`config.mk`:
```
export PLATFORM = sky130hd
export DESIGN_NAME = eism_monitor
export DESIGN_NICKNAME = d
export VERILOG_FILES = /design/src/design/eism_monitor.v
export VERILOG_INCLUDE_DIRS = /design/src /design/src/design
export SDC_FILE = /design/constraint.sdc
export NUM_CORES = 1
export LEC_CHECK = 0
export ABC_CLOCK_PERIOD_IN_PS = 8820
export BUFFER_PORTS_ARGS = -buffer_cell sky130_fd_sc_hd__clkbuf_2
export CAP_MARGIN = 20
export CORE_AREA = 2 2 145 147
export DETAILED_ROUTE_END_ITERATION = 8
export DIE_AREA = 0 0 147 149
export GPL_TIMING_DRIVEN = 0
export PLACE_DENSITY = 0.83
export SETUP_SLACK_MARGIN = 0.2
export SLEW_MARGIN = 40
export SYNTH_ARGS = -nofsm -noshare
export SYNTH_HDL_FRONTEND = slang
export SYNTH_SLANG_ARGS = --single-unit
```
`constraint.sdc`:
```
create_clock -name clk_sys -period 8.82 [get_ports clk_sys]
set_input_delay 1.323 -clock clk_sys [delete_from_list [all_inputs] [get_ports clk_sys]]
set_output_delay 1.323 -clock clk_sys [all_outputs]
set_load 0.03 [all_outputs]
```
`src/design/eism_defs.vh`:
```
`ifndef EISM_DEFS_VH
`define EISM_DEFS_VH
// Resolution selects (incremental)
`define EISM_RES_1024      2'd0
`define EISM_RES_2048      2'd1
`define EISM_RES_4096      2'd2
`define EISM_ABS_CPT       32'd2048
// Stall limit: 45 degrees = counts/8
`define EISM_STALL_SHIFT   3
// Input functions
`define EISM_FN_GP         3'd0
`define EISM_FN_HOME       3'd1
`define EISM_FN_CWLIM      3'd2
`define EISM_FN_CCWLIM     3'd3
`define EISM_FN_START      3'd4
`define EISM_FN_ESTOP      3'd5
`define EISM_FN_JOGSTOP    3'd6
// Move types
`define EISM_MV_NONE       3'd0
`define EISM_MV_JOG        3'd1
`define EISM_MV_REG        3'd2
`define EISM_MV_REL        3'd3
`define EISM_MV_ABS        3'd4
`define EISM_MV_HOME       3'd5
`define EISM_MV_INDEX      3'd6
// Timing
`define EISM_CLK_MHZ       125
`define EISM_SHORT_MS      300
`define EISM_SHORT_CYC     (`EISM_SHORT_MS * 1000 * `EISM_CLK_MHZ)
`define EISM_BLINK_CYC     (62 * 1000 * 1000)
// LED states
`define EISM_LED_OFF       2'd0
`define EISM_LED_GREEN     2'd1
`define EISM_LED_RED       2'd2
`endif

```
`src/design/eism_monitor.v`:
```
`timescale 1ns/1ps
`include "eism_defs.vh"

// How it works
// - Incremental resolution selectable as 1024, 2048 or 4096 counts per turn.
// - Encoder position kept in a 32-bit signed counter, updated each count.
// - Absolute mode: fixed 2048 per turn, turns and single-turn form 32 bits.
// - With stall check on, compare encoder and motor always; flag beyond 45 deg.
// - Stall reported to host, motor position made invalid, active move halted.
// - Absolute moves refused while position invalid until homed or preset.
// - Three inputs, each with programmable function and active polarity.
// - Home function input is the sensor sought by homing moves.
// - Limit hit while moving that way stops motion; only opposite jog then.
// - Indexer move waits pending until start input activating edge.
// - Start input: every transition latches encoder position.
// - Captured encoder values are returned to the host.
// - Halt input active: stop, keep driver enabled, refuse every move.
// - Halt during move: short windings 300 ms, then set halted flag.
// - Jog-stop edge gives controlled stop only in jog or registration moves.
// - Jog-stop edge latches encoder only during jog or registration move.
// - General purpose inputs affect nothing, state reported to host.
// - LED: green ok, red hot, blink green/red flash result, alternate comm fail.
// - After flash write commands rejected; flash fault holds until power cycle.
// - LED blinks green at init, red three times on absolute encoder error.
module eism_monitor
#(
  parameter SHORT_CYC = `EISM_SHORT_CYC,
  parameter BLINK_CYC = `EISM_BLINK_CYC
)
(
  // Clock and reset
  input  wire        clk_sys,
  input  wire        rst_n,
  // Configuration
  input  wire        absMode,
  input  wire [1:0]  resSel,
  input  wire        stallEn,
  input  wire [8:0]  inFunc,
  input  wire [2:0]  inPol,
  // Encoder
  input  wire        encA,
  input  wire        encB,
  input  wire [31:0] absPos,
  input  wire        absErr,
  // Field inputs
  input  wire [2:0]  inRaw,
  // Move generator
  input  wire [31:0] motorPos,
  input  wire        moveReq,
  input  wire [2:0]  moveType,
  input  wire        moveDirCw,
  input  wire        moveDone,
  input  wire        presetReq,
  input  wire        homeDone,
  // Device status
  input  wire        initBusy,
  input  wire        overTemp,
  input  wire        flashOk,
  input  wire        flashFail,
  input  wire        commFail,
  // Host-facing outputs
  output reg  [31:0] encPos_r,
  output reg  [31:0] capPos_r,
  output reg         capValid_r,
  output reg         stall_r,
  output reg         posInvalid_r,
  output reg         halted_r,
  output reg  [2:0]  inState_r,
  output wire        cmdAccept,
  output wire        moveStart,
  output reg         moveStop_r,
  output reg         ctrlStop_r,
  output reg         windShort_r,
  output wire        homeSeen,
  output reg  [2:0]  curMove_r,
  output reg         ledGreen_r,
  output reg         ledRed_r
);

  // ------------------------------------------------------------
  // Input conditioning
  // ------------------------------------------------------------
  reg  [2:0] inS1_r, inS2_r, inAct_r;
  wire [2:0] inActNxt = inS2_r ^ inPol;
  wire [2:0] inRise   = inActNxt & ~inAct_r;
  wire [2:0] inChg    = inActNxt ^ inAct_r;

  reg  [2:0] isHome, isCw, isCcw, isStart, isEstop, isJog, isGp;
  integer k;
  always @*
  begin
    for (k = 0; k < 3; k = k + 1)
    begin
      isHome[k]  = inFunc[3*k +: 3] == `EISM_FN_HOME;
      isCw[k]    = inFunc[3*k +: 3] == `EISM_FN_CWLIM;
      isCcw[k]   = inFunc[3*k +: 3] == `EISM_FN_CCWLIM;
      isStart[k] = inFunc[3*k +: 3] == `EISM_FN_START;
      isEstop[k] = inFunc[3*k +: 3] == `EISM_FN_ESTOP;
      isJog[k]   = inFunc[3*k +: 3] == `EISM_FN_JOGSTOP;
      isGp[k]    = inFunc[3*k +: 3] == `EISM_FN_GP;
    end
  end

  wire estopAct  = |(inAct_r & isEstop);
  wire cwAct     = |(inAct_r & isCw);
  wire ccwAct    = |(inAct_r & isCcw);
  wire startRise = |(inRise & isStart);
  wire startChg  = |(inChg & isStart);
  wire jogRise   = |(inRise & isJog);
  assign homeSeen = |(inAct_r & isHome);

  // ------------------------------------------------------------
  // Quadrature decode
  // ------------------------------------------------------------
  reg  [1:0] qS1_r, qS2_r, qPrev_r;
  wire [1:0] qCur  = qS2_r;
  wire       qStep = (qCur != qPrev_r) && ((qCur ^ qPrev_r) != 2'b11);
  wire       qUp   = qPrev_r[0] ^ qCur[1];

  // ------------------------------------------------------------
  // Stall comparison
  // ------------------------------------------------------------
  reg  [31:0] cpt;
  always @*
  begin
    if (absMode)
      cpt = `EISM_ABS_CPT;
    else
    begin
      case (resSel)
        `EISM_RES_1024: cpt = 32'd1024;
        `EISM_RES_2048: cpt = 32'd2048;
        default:        cpt = 32'd4096;
      endcase
    end
  end
  wire [31:0] posErr = encPos_r - motorPos;
  wire [31:0] absErrV = posErr[31] ? (~posErr + 32'd1) : posErr;
  wire        stallHit = stallEn && (absErrV > (cpt >> `EISM_STALL_SHIFT));

  // ------------------------------------------------------------
  // Move acceptance
  // ------------------------------------------------------------
  reg indexPend_r, flashLock_r, limCw_r, limCcw_r, dirCw_r;
  wire moving = curMove_r != `EISM_MV_NONE;
  wire jogLike = (curMove_r == `EISM_MV_JOG) || (curMove_r == `EISM_MV_REG);
  wire reqJog  = moveType == `EISM_MV_JOG;
  wire limBlock = (limCw_r && !(reqJog && !moveDirCw)) ||
                  (limCcw_r && !(reqJog && moveDirCw));
  assign cmdAccept = moveReq && !flashLock_r && !estopAct && !windShort_r && !limBlock &&
                     !(posInvalid_r && moveType == `EISM_MV_ABS);
  // Direction of the running move, not of whatever request is on the bus
  wire limStop = (moving && dirCw_r && cwAct) || (moving && !dirCw_r && ccwAct);
  wire idxFire = indexPend_r && startRise && !estopAct;
  assign moveStart = (cmdAccept && !moving && moveType != `EISM_MV_INDEX) || idxFire;

  reg [31:0] shortCnt_r;

  always @(posedge clk_sys or negedge rst_n)
  begin
    if (!rst_n)
    begin
      inS1_r <= 3'h0; inS2_r <= 3'h0; inAct_r <= 3'h0; inState_r <= 3'h0;
      qS1_r <= 2'h0; qS2_r <= 2'h0; qPrev_r <= 2'h0;
      encPos_r <= 32'h0; capPos_r <= 32'h0; capValid_r <= 1'b0;
      stall_r <= 1'b0; posInvalid_r <= 1'b0; halted_r <= 1'b0;
      moveStop_r <= 1'b0; ctrlStop_r <= 1'b0; windShort_r <= 1'b0;
      curMove_r <= `EISM_MV_NONE; indexPend_r <= 1'b0; flashLock_r <= 1'b0;
      limCw_r <= 1'b0; limCcw_r <= 1'b0; shortCnt_r <= 32'h0; dirCw_r <= 1'b0;
    end
    else
    begin
      inS1_r <= inRaw; inS2_r <= inS1_r; inAct_r <= inActNxt;
      inState_r <= inAct_r & isGp;
      qS1_r <= {encA, encB}; qS2_r <= qS1_r; qPrev_r <= qCur;
      if (absMode)
        encPos_r <= absPos;
      else if (qStep)
        encPos_r <= qUp ? encPos_r + 32'd1 : encPos_r - 32'd1;
      capValid_r <= 1'b0;
      if (startChg || (jogRise && jogLike))
      begin
        capPos_r <= encPos_r;
        capValid_r <= 1'b1;
      end
      if (flashOk || flashFail)
        flashLock_r <= 1'b1;
      moveStop_r <= 1'b0;
      ctrlStop_r <= 1'b0;
      if (stallHit)
      begin
        stall_r <= 1'b1;
        posInvalid_r <= 1'b1;
      end
      else if (presetReq || homeDone)
      begin
        stall_r <= 1'b0;
        posInvalid_r <= 1'b0;
      end
      if (cmdAccept && moveType == `EISM_MV_INDEX)
        indexPend_r <= 1'b1;
      else if (idxFire || estopAct)
        indexPend_r <= 1'b0;
      if (moveStart)
      begin
        curMove_r <= idxFire ? `EISM_MV_INDEX : moveType;
        dirCw_r <= moveDirCw;
        halted_r <= 1'b0;
        limCw_r <= 1'b0;
        limCcw_r <= 1'b0;
      end
      if (moving && estopAct)
      begin
        curMove_r <= `EISM_MV_NONE;
        moveStop_r <= 1'b1;
        windShort_r <= 1'b1;
        shortCnt_r <= 32'h0;
      end
      else if (moving && (stallHit || limStop))
      begin
        curMove_r <= `EISM_MV_NONE;
        moveStop_r <= 1'b1;
        if (limStop)
        begin
          limCw_r <= dirCw_r;
          limCcw_r <= !dirCw_r;
        end
      end
      else if (jogLike && jogRise)
        ctrlStop_r <= 1'b1;
      else if (moving && moveDone)
        curMove_r <= `EISM_MV_NONE;
      if (windShort_r)
      begin
        if (shortCnt_r == SHORT_CYC - 1)
        begin
          windShort_r <= 1'b0;
          halted_r <= 1'b1;
        end
        else
          shortCnt_r <= shortCnt_r + 32'd1;
      end
    end
  end

  // ------------------------------------------------------------
  // Module status LED
  // ------------------------------------------------------------
  reg [31:0] blkCnt_r;
  reg        phase_r;
  reg [2:0]  redBlinks_r;
  reg        okFlash_r, badFlash_r, absBad_r;
  always @(posedge clk_sys or negedge rst_n)
  begin
    if (!rst_n)
    begin
      blkCnt_r <= 32'h0; phase_r <= 1'b0; redBlinks_r <= 3'h0;
      okFlash_r <= 1'b0; badFlash_r <= 1'b0; absBad_r <= 1'b0;
      ledGreen_r <= 1'b0; ledRed_r <= 1'b0;
    end
    else
    begin
      if (blkCnt_r == BLINK_CYC - 1)
      begin
        blkCnt_r <= 32'h0;
        phase_r <= ~phase_r;
        if (phase_r && redBlinks_r != 3'h0 && absBad_r)
          redBlinks_r <= redBlinks_r - 3'h1;
      end
      else
        blkCnt_r <= blkCnt_r + 32'd1;
      if (flashOk) okFlash_r <= 1'b1;
      if (flashFail) badFlash_r <= 1'b1;
      if (absErr && absMode && !absBad_r)
      begin
        absBad_r <= 1'b1;
        redBlinks_r <= 3'h3;
      end
      if (absBad_r && redBlinks_r != 3'h0)
      begin
        ledGreen_r <= 1'b0; ledRed_r <= phase_r;
      end
      else if (initBusy)
      begin
        ledGreen_r <= phase_r; ledRed_r <= 1'b0;
      end
      else if (commFail)
      begin
        ledGreen_r <= phase_r; ledRed_r <= ~phase_r;
      end
      else if (badFlash_r)
      begin
        ledGreen_r <= 1'b0; ledRed_r <= phase_r;
      end
      else if (okFlash_r)
      begin
        ledGreen_r <= phase_r; ledRed_r <= 1'b0;
      end
      else if (overTemp)
      begin
        ledGreen_r <= 1'b0; ledRed_r <= 1'b1;
      end
      else
      begin
        ledGreen_r <= 1'b1; ledRed_r <= 1'b0;
      end
    end
  end

endmodule // eism_monitor

```
==> results.cfg <==
[status]
outcome = completed

[detailed_routing]
drtIter0Drc = 1026
wl_per_cell_um = 18.4
dr.pass1.iters = 5
num_vias = 11600
wl_um = 34700
ant_nets = 0
drc = 0
viasPerCell = 6.18

[worst_setup_path]
arrival_ns = 7.11
crit_path_max_incr_delay_ns = 0.54
critPathMaxFanout = 10
required_ns = 9.16
worstPathCellList = clkbuf_2 -> inv_1 -> ha_1 -> clkbuf_1 -> nand2_1 -> nor3b_1 -> nand2_1 -> o21ai_0 -> o2111ai_1 -> o21a_1 -> xor2_1 -> buf_2 -> nor2_1 -> xor2_1 -> ha_1 -> a21oi_1 -> a21oi_1 -> a41oi_1 -> o221ai_1 -> a2111oi_0 -> nand4_1 -> o41ai_2 -> a21oi_2 -> nor4_2
cpMaxStageDelayCell = o21ai_0
critPathKind = in2reg
crit_path_start_kind = input port
end_kind = register

[die]
pin_count = 183
die_y_um = 149
start_util_pct = 58.6
core-area_mm2 = 0.0206
dieArea_mm2 = 0.0219
num_rows = 53
die_w_um = 147

[layout]
area.growth.synth_to_final_pct = 15.8
fin_nets = 1769
drive_gt1_share_pct = 18.8
stdcell_area_mm2 = 0.0139

[timing]
final-hold-violation-count = 0
tns_ns = 0
final-setup-viol-count = 0
rsz0062_at_grt = no
drv_slew = 0
fin_crit_ns = 6.78
max-slew-margin-rel_pct = 45.3
fin_crit_sh_pct = 76.8
finClkSkew_ns = 0.0103
tightest_slew_ns = 0.814
max_freq_mhz = 148

[clock_network]
cts_max_level = 4
numCtsBuffers = 17
clock_sinks = 169
path_clk_slew_ns = 0.07
cts.repair.resized = 0
cts-hold-fix-buffers = 0
cts_buffer_depth = 2
root_buffer = clkbuf_16
cts_tree = yes
post_cts_buffers = 0
clk_latency_ns = 0.43

[synthesis]
synthCells = 1388
syn_nets = 1563
syn_area_per_cell_um2 = 8.67
ys.flop_type = dfrtp_1
async_flop_share_pct = 100
yosysTopAreaCellShare_pct = 35.1
syn_area_mm2 = 0.0120
yosysWarningCount = 0
synth_edf_count = 0
ys_ff_latch = 169
synthTopCellsByArea = dfrtp_1 (35%), ha_1 (7.5%), mux2_2 (4.7%)
yosys-top-cells-count = dfrtp_1 (169), nor2_1 (129), nand2_1 (117)
yosysTopAreaCell = dfrtp_1
yosysMostFrequentCell = dfrtp_1
seq_area_frac_synth_pct = 35.1
ys_types = 87

[placed_design]
port_buffers = 182
gp_congestion = 0.924
placed_cell_area_mm2 = 0.0134
dp_hpwl_um = 26300

[power]
ir_worst_vdd_uv = 154
p_leak_nw = 6.30
cellPowerDensity_mw_per_mm2 = 322

[worst_hold_path]
hold_class = reg2reg

[global_routing]
track_usage_pct = 31.6
grt_overflow = 0
grt_pass1_vias = 11200
grt_pass1_wl_um = 55200
antenna_found_initial = 1
grt_max_degree = 67

[job]
drv_cap = 0
-- worst max-delay path: cells and delay by family --
family | cells | cell delay (ns)
adders and majority gates | 2 | 0.60
AOI/OAI and AO/OA | 10 | 2.51
buffers and inverters | 4 | 0.78
xor gates and xnor gates | 2 | 0.60
and+or+nand+nor | 6 | 1.28
-- flip-flops by register name, indices dropped and copies added, names as in the netlist, 2 cells and up --
name,cells
curMove_r,3
inAct_r,3
qCur,2
encPos_r,32
redBlinks_r,3
blkCnt_r,32
qS1_r,2
capPos_r,32
shortCnt_r,32
inS1_r,3
inState_r,3
qPrev_r,2
inS2_r,3
-- cell usage in the layout (no fill, tap or decap), types with 47 or more instances in the layout --
cell type | netlist | final
xor2_1 | 47 | 47
ha_1 | 72 | 72
nand3_1 | 70 | 70
mux2_2 | 50 | 50
nor3_1 | 47 | 47
inv_1 | 79 | 79
o21ai_0 | 96 | 96
dfrtp_1 | 169 | 169
clkbuf_2 | 0 | 181
nand2_1 | 117 | 117
xnor2_1 | 62 | 61
nor2_1 | 129 | 129
a21oi_1 | 91 | 91
-- report_power, final --
group / switching [W] / internal, W
combinational: 0.00158 / 0.000958
clock: 0.000337 / 0.000370
sequential: 0.000256 / 0.000979
total: 0.00218 / 0.00231
-- cells by family after synthesis --
kind of cell | after synthesis | synth area share, %
buffers and inverters | 115 | 3.63
and+or+nand+nor | 517 | 21.2
muxes | 55 | 5.20
xor gates and xnor gates | 110 | 8.07
DFF | 169 | 35.1
AOI/OAI and AO/OA | 348 | 18.9
adders and majority gates | 74 | 7.82
-- metrics by stage --
step	setup WS, ns	std cells	util [%]	hold slack (ns)	power (W)
6_report	2.04	1881	67.8	0.348	0.00449
5_1_grt	1.70	1881	67.8	0.362	0.00478
4_1_cts	2.13	1880	67.8	0.350	0.00444
3_5_place_dp	1.71	1850	65.2	0.338	0.00372
3_3_place_gp	1.70	1845	64.7	0.333	0.00364
2_1_floorplan	3.27	1388	-	0.331	0.00305
-- metal layers --
layer	vias to the layer above	global-route usage [%]	routed length [um]
met5	-	0	0
met4	0	14.4	1440
met3	108	4.46	2160
met2	458	53.9	16900
met1	5590	40.1	14100
li1	5465	-	-
-- layout make-up --
cell class,instances,area [um2]
Multi-Input combinational cell,1104,7390
Fill cell,1666,6620
Sequential cell,169,4230
Timing Repair Buffer,187,1000
Clock buffer,19,443
Tap cell,275,344
Inverter,79,297
Buffer,36,140
Clock inverter,11,92.6
Antenna cell,1,2.50
-- worst paths after layout --
path / startpoint / slack (ns) / to / cells after the start
min reg2reg: qS1_r[1] / 0.35 / qCur[1] / 0
max: motorPos[10] / 2.04 / curMove_r[0] / 24
min: qS1_r[1] / 0.35 / qCur[1] / 0
max in group asynchronous: rst_n / 6.97 / inState_r[1] / 3
min in group asynchronous: rst_n / 0.82 / qS1_r[0] / 1
max reg2reg: encPos_r[9] / 2.55 / curMove_r[0] / 22
No activity file was read; power rests on OpenSTA's default activity.
